## config.mk

```make
export PLATFORM = sky130hd
export DESIGN_NAME = dual_byte_tristate_register
export DESIGN_NICKNAME = d
export VERILOG_FILES = /design/src/hw/dbtr_pkg.sv /design/src/hw/dual_byte_tristate_register.sv
export VERILOG_INCLUDE_DIRS = /design/src /design/src/hw
export SDC_FILE = /design/constraint.sdc
export NUM_CORES = 1
export LEC_CHECK = 0
export ABC_AREA = 1
export BUFFER_PORTS_ARGS = -buffer_cell sky130_fd_sc_hd__buf_2
export CELL_PAD_IN_SITES_DETAIL_PLACEMENT = 0
export CELL_PAD_IN_SITES_GLOBAL_PLACEMENT = 1
export CORE_ASPECT_RATIO = 1.1
export CORE_MARGIN = 5
export CORE_UTILIZATION = 33
export CTS_CLUSTER_DIAMETER = 80
export DETAILED_ROUTE_END_ITERATION = 12
export PLACE_DENSITY = 0.79
export SLEW_MARGIN = 30
export SYNTH_ARGS = -nofsm -noshare
export SYNTH_HDL_FRONTEND = slang
export SYNTH_SLANG_ARGS = --single-unit
```

## constraint.sdc

```tcl
create_clock -name i_clock -period 0.9 [get_ports i_clock]
set_input_delay 0 -clock i_clock [delete_from_list [all_inputs] [get_ports i_clock]]
set_output_delay 0 -clock i_clock [all_outputs]
set_load 0.02 [all_outputs]
```

## src/hw/dbtr_defines.svh

```systemverilog
// constants for the dual byte three-state register
// Functional notes
// RULE1 - sixteen non-inverting stored bits with three-state outputs
// RULE2 - two independent byte lanes, low and high
// RULE3 - one clock and enable shared per lane
// RULE4 - load data only on lane clock rising edge
// RULE5 - clock held low keeps stored value
// RULE6 - enable low drives stored contents
// RULE7 - enable high floats all lane outputs
// RULE8 - enable never alters storage; capture continues
// RULE9 - undriven data input keeps last level
// RULE10 - no reset pin; contents unspecified until loaded (the code has i_reset_n, which loads DBTR_STORE_RESET, 8'h00, into each lane)
`ifndef DBTR_DEFINES_SVH
`define DBTR_DEFINES_SVH

// ----------------------------------------------------------------
// geometry
// ----------------------------------------------------------------
`define DBTR_LANE_WIDTH 8
`define DBTR_LANE_COUNT 2
`define DBTR_LOW_LANE 0
`define DBTR_HIGH_LANE 1

// ----------------------------------------------------------------
// reset values
// ----------------------------------------------------------------
`define DBTR_STORE_RESET 8'h00
`define DBTR_HOLD_RESET 8'h00
`define DBTR_CLOCK_SAMPLE_RESET 1'b0

`endif

```

## src/hw/dbtr_pkg.sv

```systemverilog
// types shared by the dual byte three-state register
package dbtr_pkg;

  // ----------------------------------------------------------------
  // lane carriers
  // ----------------------------------------------------------------
  typedef logic [7:0] lane_byte_t;

  // controls that one lane shares across its eight bits
  typedef struct packed {
    logic clock;
    logic output_enable_n;
  } lane_ctrl_t;

  // what a lane presents on its pins
  typedef struct packed {
    lane_byte_t data;
    lane_byte_t drive;
  } lane_pins_t;

endpackage : dbtr_pkg

```

## src/hw/dual_byte_tristate_register.sv

```systemverilog
// dual byte three-state register: bus-hold inputs, two lanes, three-state outputs
`timescale 1ns/1ps
`include "dbtr_defines.svh"

module dual_byte_tristate_register #(
  parameter int LANE_WIDTH = `DBTR_LANE_WIDTH
) (
  input wire logic i_clock,
  input wire logic i_reset_n,
  input wire logic i_low_lane_clock,
  input wire logic i_high_lane_clock,
  input wire logic i_low_lane_output_enable_n,
  input wire logic i_high_lane_output_enable_n,
  input wire logic [15:0] i_data_inputs,
  input wire logic [15:0] i_data_inputs_driven,
  output logic [15:0] o_tristate_outputs,
  output logic [15:0] o_tristate_outputs_oe
);
  import dbtr_pkg::*;

  // ----------------------------------------------------------------
  // helpers
  // ----------------------------------------------------------------
  // a rising lane clock is a low sample followed by a high one
  function automatic logic rising(input logic prev, input logic cur);
    rising = !prev && cur;
  endfunction : rising

  // ----------------------------------------------------------------
  // declarations
  // ----------------------------------------------------------------
  lane_ctrl_t lane_ctrl [2];
  logic [1:0] clock_sample;
  logic [1:0] lane_edge;
  logic [15:0] held;
  logic [15:0] effective;
  logic [15:0] stored;
  lane_pins_t lane_pins [2];

  // group each lane's shared controls
  assign lane_ctrl[`DBTR_LOW_LANE] = '{clock: i_low_lane_clock, output_enable_n: i_low_lane_output_enable_n};
  assign lane_ctrl[`DBTR_HIGH_LANE] = '{clock: i_high_lane_clock, output_enable_n: i_high_lane_output_enable_n};

  // ----------------------------------------------------------------
  // bus hold
  // ----------------------------------------------------------------
  // an undriven bit keeps the level it last saw, so a floating input
  // never hands an unknown to its flip-flop
  always_ff @(posedge i_clock or negedge i_reset_n)
  begin
    if (!i_reset_n)
    begin
      held <= {`DBTR_HOLD_RESET, `DBTR_HOLD_RESET};
    end
    else
    begin
      held <= effective; // RULE9
    end
  end

  // driven bits pass straight through, undriven bits read the keeper
  always_comb
  begin
    effective = (i_data_inputs & i_data_inputs_driven) | (held & ~i_data_inputs_driven); // RULE9
  end

  // ----------------------------------------------------------------
  // lanes
  // ----------------------------------------------------------------
  for (genvar lane = 0; lane < `DBTR_LANE_COUNT; lane++)
  begin : g_lane // RULE2
    localparam int LO = lane * LANE_WIDTH;
    // each lane owns its registers, so no vector has two writing processes
    logic clock_seen;
    lane_byte_t lane_store;

    // lane clock sampled once per system clock; it must stay high or
    // low for at least one system period or an edge can be missed
    always_ff @(posedge i_clock or negedge i_reset_n)
    begin
      if (!i_reset_n)
      begin
        clock_seen <= `DBTR_CLOCK_SAMPLE_RESET;
      end
      else
      begin
        clock_seen <= lane_ctrl[lane].clock; // RULE3
      end
    end

    assign clock_sample[lane] = clock_seen;
    assign lane_edge[lane] = rising(clock_seen, lane_ctrl[lane].clock); // RULE4

    // storage loads only on its own lane edge; the enable plays no part
    // here, so floating the outputs leaves capture running
    always_ff @(posedge i_clock or negedge i_reset_n)
    begin
      if (!i_reset_n)
      begin
        lane_store <= `DBTR_STORE_RESET; // RULE10
      end
      else if (lane_edge[lane])
      begin
        lane_store <= effective[LO +: LANE_WIDTH]; // RULE4
      end
      else
      begin
        lane_store <= lane_store; // RULE5
      end
    end

    assign stored[LO +: LANE_WIDTH] = lane_store;

    // outputs show stored data uninverted; one enable governs all eight
    always_comb
    begin
      lane_pins[lane].data = stored[LO +: LANE_WIDTH]; // RULE1
      lane_pins[lane].drive = lane_ctrl[lane].output_enable_n ? 8'h00 : 8'hFF; // RULE6
    end

    assign o_tristate_outputs[LO +: LANE_WIDTH] = lane_pins[lane].data; // RULE8
    assign o_tristate_outputs_oe[LO +: LANE_WIDTH] = lane_pins[lane].drive; // RULE7
  end
endmodule : dual_byte_tristate_register

```

After elaboration in Yosys (flattened, before gate mapping). Index checks and enable logic that the tools add are counted. W data, S select, Z words.

Output and inout port bits: 32. Logic and storage cells: 15. Register bits after elaboration: 34.

Bitwise operators: 4. Muxes and demuxes: 2. Reductions and logical operators: 4.

Operators with widths (number): $and A16 B16 Y16 (2); $mux W8 (2); $not A16 Y16 (1); $or A16 B16 Y16 (1); $logic_and A1 B1 Y1 (2); $logic_not A1 Y1 (2).

Depth between registers and ports, before layout. Gate-level depths: netlist of the first run.

Word-level depth: 3. Mapped depth: 5.

Worst setup path before layout of the first run. Ideal clock, no wire load.

Path kind: register to register. From: register g_lane[0].clock_seen. To: register g_lane[0].lane_store[0]. Arrival time: 0.647 ns. Library setup time: 0.065 ns. Cell stages (with the launch flop): 6. Required time: 0.835 ns. Path slack: 0.188 ns. Path buffers: 0. Path through: dfrtp_1 inv_2 nand2_4 inv_6 nand2_1 nand2_1.

Cells in the longest elaborated chain, start to end: 2.

RTL lines: start: declaration (line dual_byte_tristate_register.sv:74) `logic clock_seen;`; start signal: assignment (line dual_byte_tristate_register.sv:83) `` clock_seen <= `DBTR_CLOCK_SAMPLE_RESET; ``; start signal: assignment (line dual_byte_tristate_register.sv:87) `clock_seen <= lane_ctrl[lane].clock;`; $logic_not A1 Y1 (line dual_byte_tristate_register.sv:26) `rising = !prev && cur;`; $logic_and A1 B1 Y1 (line dual_byte_tristate_register.sv:26); end signal: assignment (line dual_byte_tristate_register.sv:100) `` lane_store <= `DBTR_STORE_RESET; ``; end signal: assignment (line dual_byte_tristate_register.sv:104) `lane_store <= effective[LO +: LANE_WIDTH];`; end signal: assignment (line dual_byte_tristate_register.sv:108) `lane_store <= lane_store;`; end: declaration (line dual_byte_tristate_register.sv:75) `lane_byte_t lane_store;`.

No other way between the ends. A chain may end at the register's enable or synchronous reset.

Worst setup path in the final report of the first run.
From: register g_lane[0].lane_store[2]. To: output o_tristate_outputs[2].

RTL lines: end: declaration (line dual_byte_tristate_register.sv:16) `output logic [15:0] o_tristate_outputs,`.

No word-level cell between the ends.

==> results of run 1 <==
==> tightest hold or removal path: stages <==
cell and delay [ps]:
dlygate4sd3_1 520, buf_2 120, buf_12 200
==> layout make-up <==
type	instances	area, sq um
clock buffer	8	110
tap	56	70.1
sequential	34	851
multi-input combinational	98	503
inverter	22	92.6
fill	436	2240
timing repair buffer	105	716
==> registers in the layout (all words and copies together) (netlist names) <==
register / count
g_lane.clock_seen: 2
g_lane.lane_store: 16
held: 16
==> cells by family after synthesis <==
family | after synthesis | share of synthesized area [%]
and+or+nand+nor | 98 | 32.4
buffers and inverters | 36 | 12.7
DFF | 34 | 54.8
==> power groups by stage <==
stage	clock network (mW)	logic [mW]	registers, mW
final	1.28	0.875	1.77
after global routing	1.40	0.967	1.79
after CTS	1.33	0.887	1.78
after detailed placement	0	0.770	1.80
after global placement	0	0.759	1.80
after floorplan	0	0.371	1.92
==> per-stage QoR <==
step                instance area (sq um)  hold slack [ps]  std cells
floorplan                            1550             -296        168
global placement                     1880            -28.0        280
detailed placement                   1880            -26.4        280
CTS                                  2340              212        323
global route                         2340              242        323
finish                               2340              207        323
==> cell usage in the layout, fill, tap and decap left out, drive strengths merged <==
cell type    count
dlygate4sd3     35
nand2           98
clkbuf           8
buf             70
dfrtp           34
inv             22
==> worst paths after layout <==
check | to | start | slack [ps]
setup reg to reg | g_lane[0].lane_store[0] | g_lane[0].clock_seen | 110
hold reg to reg | held[2] | held[2] | 490
max in group asynchronous | held[9] | i_reset_n | 510
setup / recovery | o_tristate_outputs[2] | g_lane[0].lane_store[2] | 60
hold / removal | g_lane[0].lane_store[7] | i_reset_n | 210
min in group i_clock | o_tristate_outputs_oe[3] | i_low_lane_output_enable_n | 320
==> per-layer routing <==
metal	share of wire [%]	vias up	global-route usage, %	routed length [um]
li1	-	668	-	-
met1	38	566	12.3	1290
met2	53	42	21.0	1780
met3	7.2	6	3.18	241
met4	1.5	0	5.77	51
met5	0	-	0	0
==> reports/qor.yml, run 1 <==
r2r_cells: 5
criticalPathCategory: "flip-flop to output port"
p_total_mw: 3.93
crit_cells: 1
drc: 0
clock-root-buffer: "clkbuf_8"
overflow: 0
swShare_pct: 27.6
drive_above_1_share_pct: 37.5
ys_seq_area_share_pct: 54.8
synthMostInstantiatedCell: "nand2_1"
max_freq_mhz: 1190
yosys.area.top_type: "dfrtp_1"
seqPwrFrac_pct: 45.1
synth.net_count: 206
slew_headroom_pct: 87.5
cts_buffer_depth: 2
slew_violations: 0
first_pass_iters: 2
path_max_fanout: 2
drt-initial-drc-count: 16
clock-sinks: 34
crit_buf_inv: 1
yosysWarnings: 0
async_flop_share_pct: 100
pwr-share-comb_pct: 22.3
max_cap_viol_count: 0
cp-start-kind: "flip-flop"
period_needed_ps: 837
fin_tns_setup_ps: 0
p_per_area_nw_per_um2: 1680
htree_levels: 2
critical_path.top_delay_family: "flip-flops"
vdd_drop_max_mv: 0.810
setup_ws_ps: 62.7
cellLeakagePower_nw: 1.34
die_h_um: 81.9
place_congestion: 0.706
routed_wl_um: 3370
cpPeakStageDelay_ps: 390
syn2layout_area_growth_pct: 51.0
crit_required_ps: 900
synth_cell_types: 7
slowest_stage: "dfrtp_1"
die_w_um: 75.4
grt_pass1_wl_um: 5420
wl_per_cell_um: 10.4
initial_core_util_pct: 33.8
cts_hold_buf: 35
dieArea_sq_um: 6170
insertion_delay_ps: 280
avgSynthCellArea_sq_um: 9.24
place_hpwl_um: 2240
numCtsBuffers: 5
clk_transition_reported_paths_ps: 70
nets: 304
intPower_mw: 2.84
place_ws_ps: 117
grt.total_usage_pct: 11.7
finClkSkew_ps: 1.47
p_sw_mw: 1.08
grt_antenna_before_repair: 0
ys_ff_latch: 34
synth_cells: 168
netlist.area_leader.share_pct: 54.8
via_count: 1282
ys_top_cells_by_count: "80 x nand2_1, 34 x dfrtp_1, 18 x inv_1, 18 x nand2_4, 14 x buf_4"
hp-class: "input pin to asynchronous set/reset pin"
finalHoldViolCount: 0
min_period_over_period_pct: 93.0
cts_tree: "built"
io_buffers: 69
grt_start_max_net_pins: 35
rsz0062_at_grt: "no"
core_area_sq_um: 4590
ys_top_cells_by_area: "dfrtp_1 55%, nand2_1 19%, nand2_4 13%"
ys.flop_type: "dfrtp_1"
vias_per_cell: 3.97
final_antenna_net_count: 0
status: "finished, final reports clean"
arrival_ps: 840
utilization_pct: 51.1
netlist_area_sq_um: 1550
synth-edff-count: 0
post_cts_resize_count: 0
worstMarginPinSlew_ps: 187
antenna_cells: 0
ios: 70
grt_pass1_vias: 1245
row_count: 26
crit_chain: "buf_2"
pwr-share-clk_pct: 32.6
cts_setup_buffers: 0
setup_viol: 0
critPathCaptureType: "output port"
No activity file was read; power rests on OpenSTA's default activity.
==> run 2, diff against run 1 <==
- RECOVER_POWER: not set -> 50
==> reports/qor.yml, run 2 (same netlist as run 1, synthesis figures left out) <==
cellLeakagePower_nw: 1.30  # -3.6%
swShare_pct: 27.7  # +0.13 points
nets: 304  # unchanged
rsz0062_at_grt: "no"
setup_viol: 0  # unchanged
routed_wl_um: 3370  # unchanged
fin_tns_setup_ps: 0  # unchanged
crit_chain: "buf_2"
finClkSkew_ps: 1.17  # -0.301 ps
clock-sinks: 34  # unchanged
setup_ws_ps: 63.0  # +0.223 ps
finalHoldViolCount: 0  # unchanged
crit_cells: 1  # unchanged
vdd_drop_max_mv: 0.813  # +0.33%
dieArea_sq_um: 6170  # unchanged
antenna_cells: 0  # unchanged
grt_pass1_vias: 1245  # unchanged
slowest_stage: "dfrtp_1"
crit_required_ps: 900  # about the same
placed_area_sq_um: 1880  # unchanged
overflow: 0  # unchanged
max_freq_mhz: 1190  # about the same
top_regs: "g_lane.lane_store x16, held x16, g_lane.clock_seen x2"
via_count: 1287  # +0.39%
grt.total_usage_pct: 11.7  # unchanged
pwr-share-clk_pct: 32.8  # +0.2 points
place_congestion: 0.706  # unchanged
layout_commonest_cell: "nand2_1"
htree_levels: 2  # unchanged
layout_common_cells: "80 x nand2_1, 53 x buf_2, 35 x dlygate4sd3_1"
hp-class: "input pin to asynchronous set/reset pin"
slew_violations: 0  # unchanged
clk_transition_reported_paths_ps: 70  # about the same
first_pass_iters: 2  # unchanged
rrSetupSlack_ps: 110  # about the same
syn2layout_area_growth_pct: 48.9
crit_end: "o_tristate_outputs[2]"
io_buffers: 69  # unchanged
period_needed_ps: 837  # -0.223 ps
criticalPathCategory: "flip-flop to output port"
cts_tree: "built"
place_ws_ps: 117  # unchanged
drt-initial-drc-count: 15  # -1
row_count: 26  # unchanged
status: "finished, final reports clean"
numCtsBuffers: 5  # unchanged
worstMarginPinSlew_ps: 458  # +270 ps
finalInstanceArea_sq_um: 2310  # -1.4%
grt_pass1_wl_um: 5420  # unchanged
final_antenna_net_count: 0  # unchanged
core_area_sq_um: 4590  # unchanged
crit_buf_inv: 1  # unchanged
insertion_delay_ps: 280  # about the same
slew_headroom_pct: 69.5  # -18 points
startpoint: "g_lane[0].lane_store[2]"
max_cap_viol_count: 0  # unchanged
die_w_um: 75.4  # unchanged
cpPeakStageDelay_ps: 390  # about the same
grt_start_max_net_pins: 35  # unchanged
place_hpwl_um: 2240  # unchanged
seqPwrFrac_pct: 45.3  # +0.2 points
p_total_mw: 3.91  # -0.41%
r2r_cells: 5  # unchanged
critPathCaptureType: "output port"
min_period_over_period_pct: 93.0  # about the same
clock-root-buffer: "clkbuf_8"
cts_setup_buffers: 0  # unchanged
p_sw_mw: 1.09  # about the same
initial_core_util_pct: 33.8  # unchanged
ios: 70  # unchanged
drc: 0  # unchanged
cts_buffer_depth: 2  # unchanged
wl_per_cell_um: 10.4  # unchanged
vias_per_cell: 3.98  # +0.39%
grt_antenna_before_repair: 0  # unchanged
rr_startpoint: "g_lane[0].clock_seen"
drive_above_1_share_pct: 31.5  # -6.0 points
intPower_mw: 2.83  # -0.59%
critical_path.top_delay_family: "flip-flops"
worstReg2RegEnd: "g_lane[0].lane_store[0]"
die_h_um: 81.9  # unchanged
path_max_fanout: 2  # unchanged
p_per_area_nw_per_um2: 1690  # +0.99%
pwr-share-comb_pct: 21.9  # -0.4 points
cp-start-kind: "flip-flop"
arrival_ps: 840  # about the same
## run 2: cell types whose count changed in the layout (fill, tap and decap cells not counted)
cell / previous run / this run
buf_12: 1 / 0
buf_2: 69 / 53
clkbuf_1: 0 / 16
clkbuf_4: 0 / 1
## run 2: power groups by stage
stage	combinational [mW]	sequential (mW)	clock (mW)
2_1_floorplan	0.371	1.92	0
3_3_place_gp	0.759	1.80	0
3_5_place_dp	0.770	1.80	0
4_1_cts	0.887	1.78	1.33
5_1_grt	0.950	1.79	1.40
6_report	0.858	1.77	1.28
## run 2: how the worst min path moves through the flow
stage	from	endpoint	depth (start not counted)
after floorplan	i_reset_n	g_lane[0].clock_seen	0
final	i_reset_n	g_lane[0].lane_store[7]	3
after detailed placement	i_reset_n	g_lane[0].lane_store[7]	2
after CTS	i_reset_n	g_lane[0].lane_store[7]	3
after global routing	i_high_lane_output_enable_n	o_tristate_outputs_oe[8]	3
after global placement	i_reset_n	held[7]	2
## run 2: per-stage QoR
step                hold slack (ps)  instances  utilization (%)
finish                          320        323             50.4
global route                    378        323             50.4
CTS                             212        323             51.1
detailed placement            -26.4        280             41.0
global placement              -28.0        280             41.0
floorplan                      -296        168                -
## run 2: final cells by class
| cell class | instances | area (sq um) |
|---|---|---|
| multi-input combinational | 98 | 503 |
| timing repair buffer | 105 | 683 |
| clock buffer | 8 | 110 |
| sequential | 34 | 851 |
| fill | 449 | 2280 |
| tap | 56 | 70.1 |
| inverter | 22 | 92.6 |
## run 2: timing repair
item,in CTS,in global routing
endpoints found under the hold margin,52,0
hold buffers,35,0
gates resized for setup,0,0
## run 2: per-layer routing
| metal | GRT usage (%) | part of all wire, % | vias to the layer above |
|---|---|---|---|
| met5 | 0 | 0 | - |
| met4 | 5.77 | 1.5 | 0 |
| met3 | 3.18 | 7.3 | 6 |
| met2 | 21.0 | 53 | 42 |
| met1 | 12.3 | 38 | 571 |
| li1 | - | - | 668 |
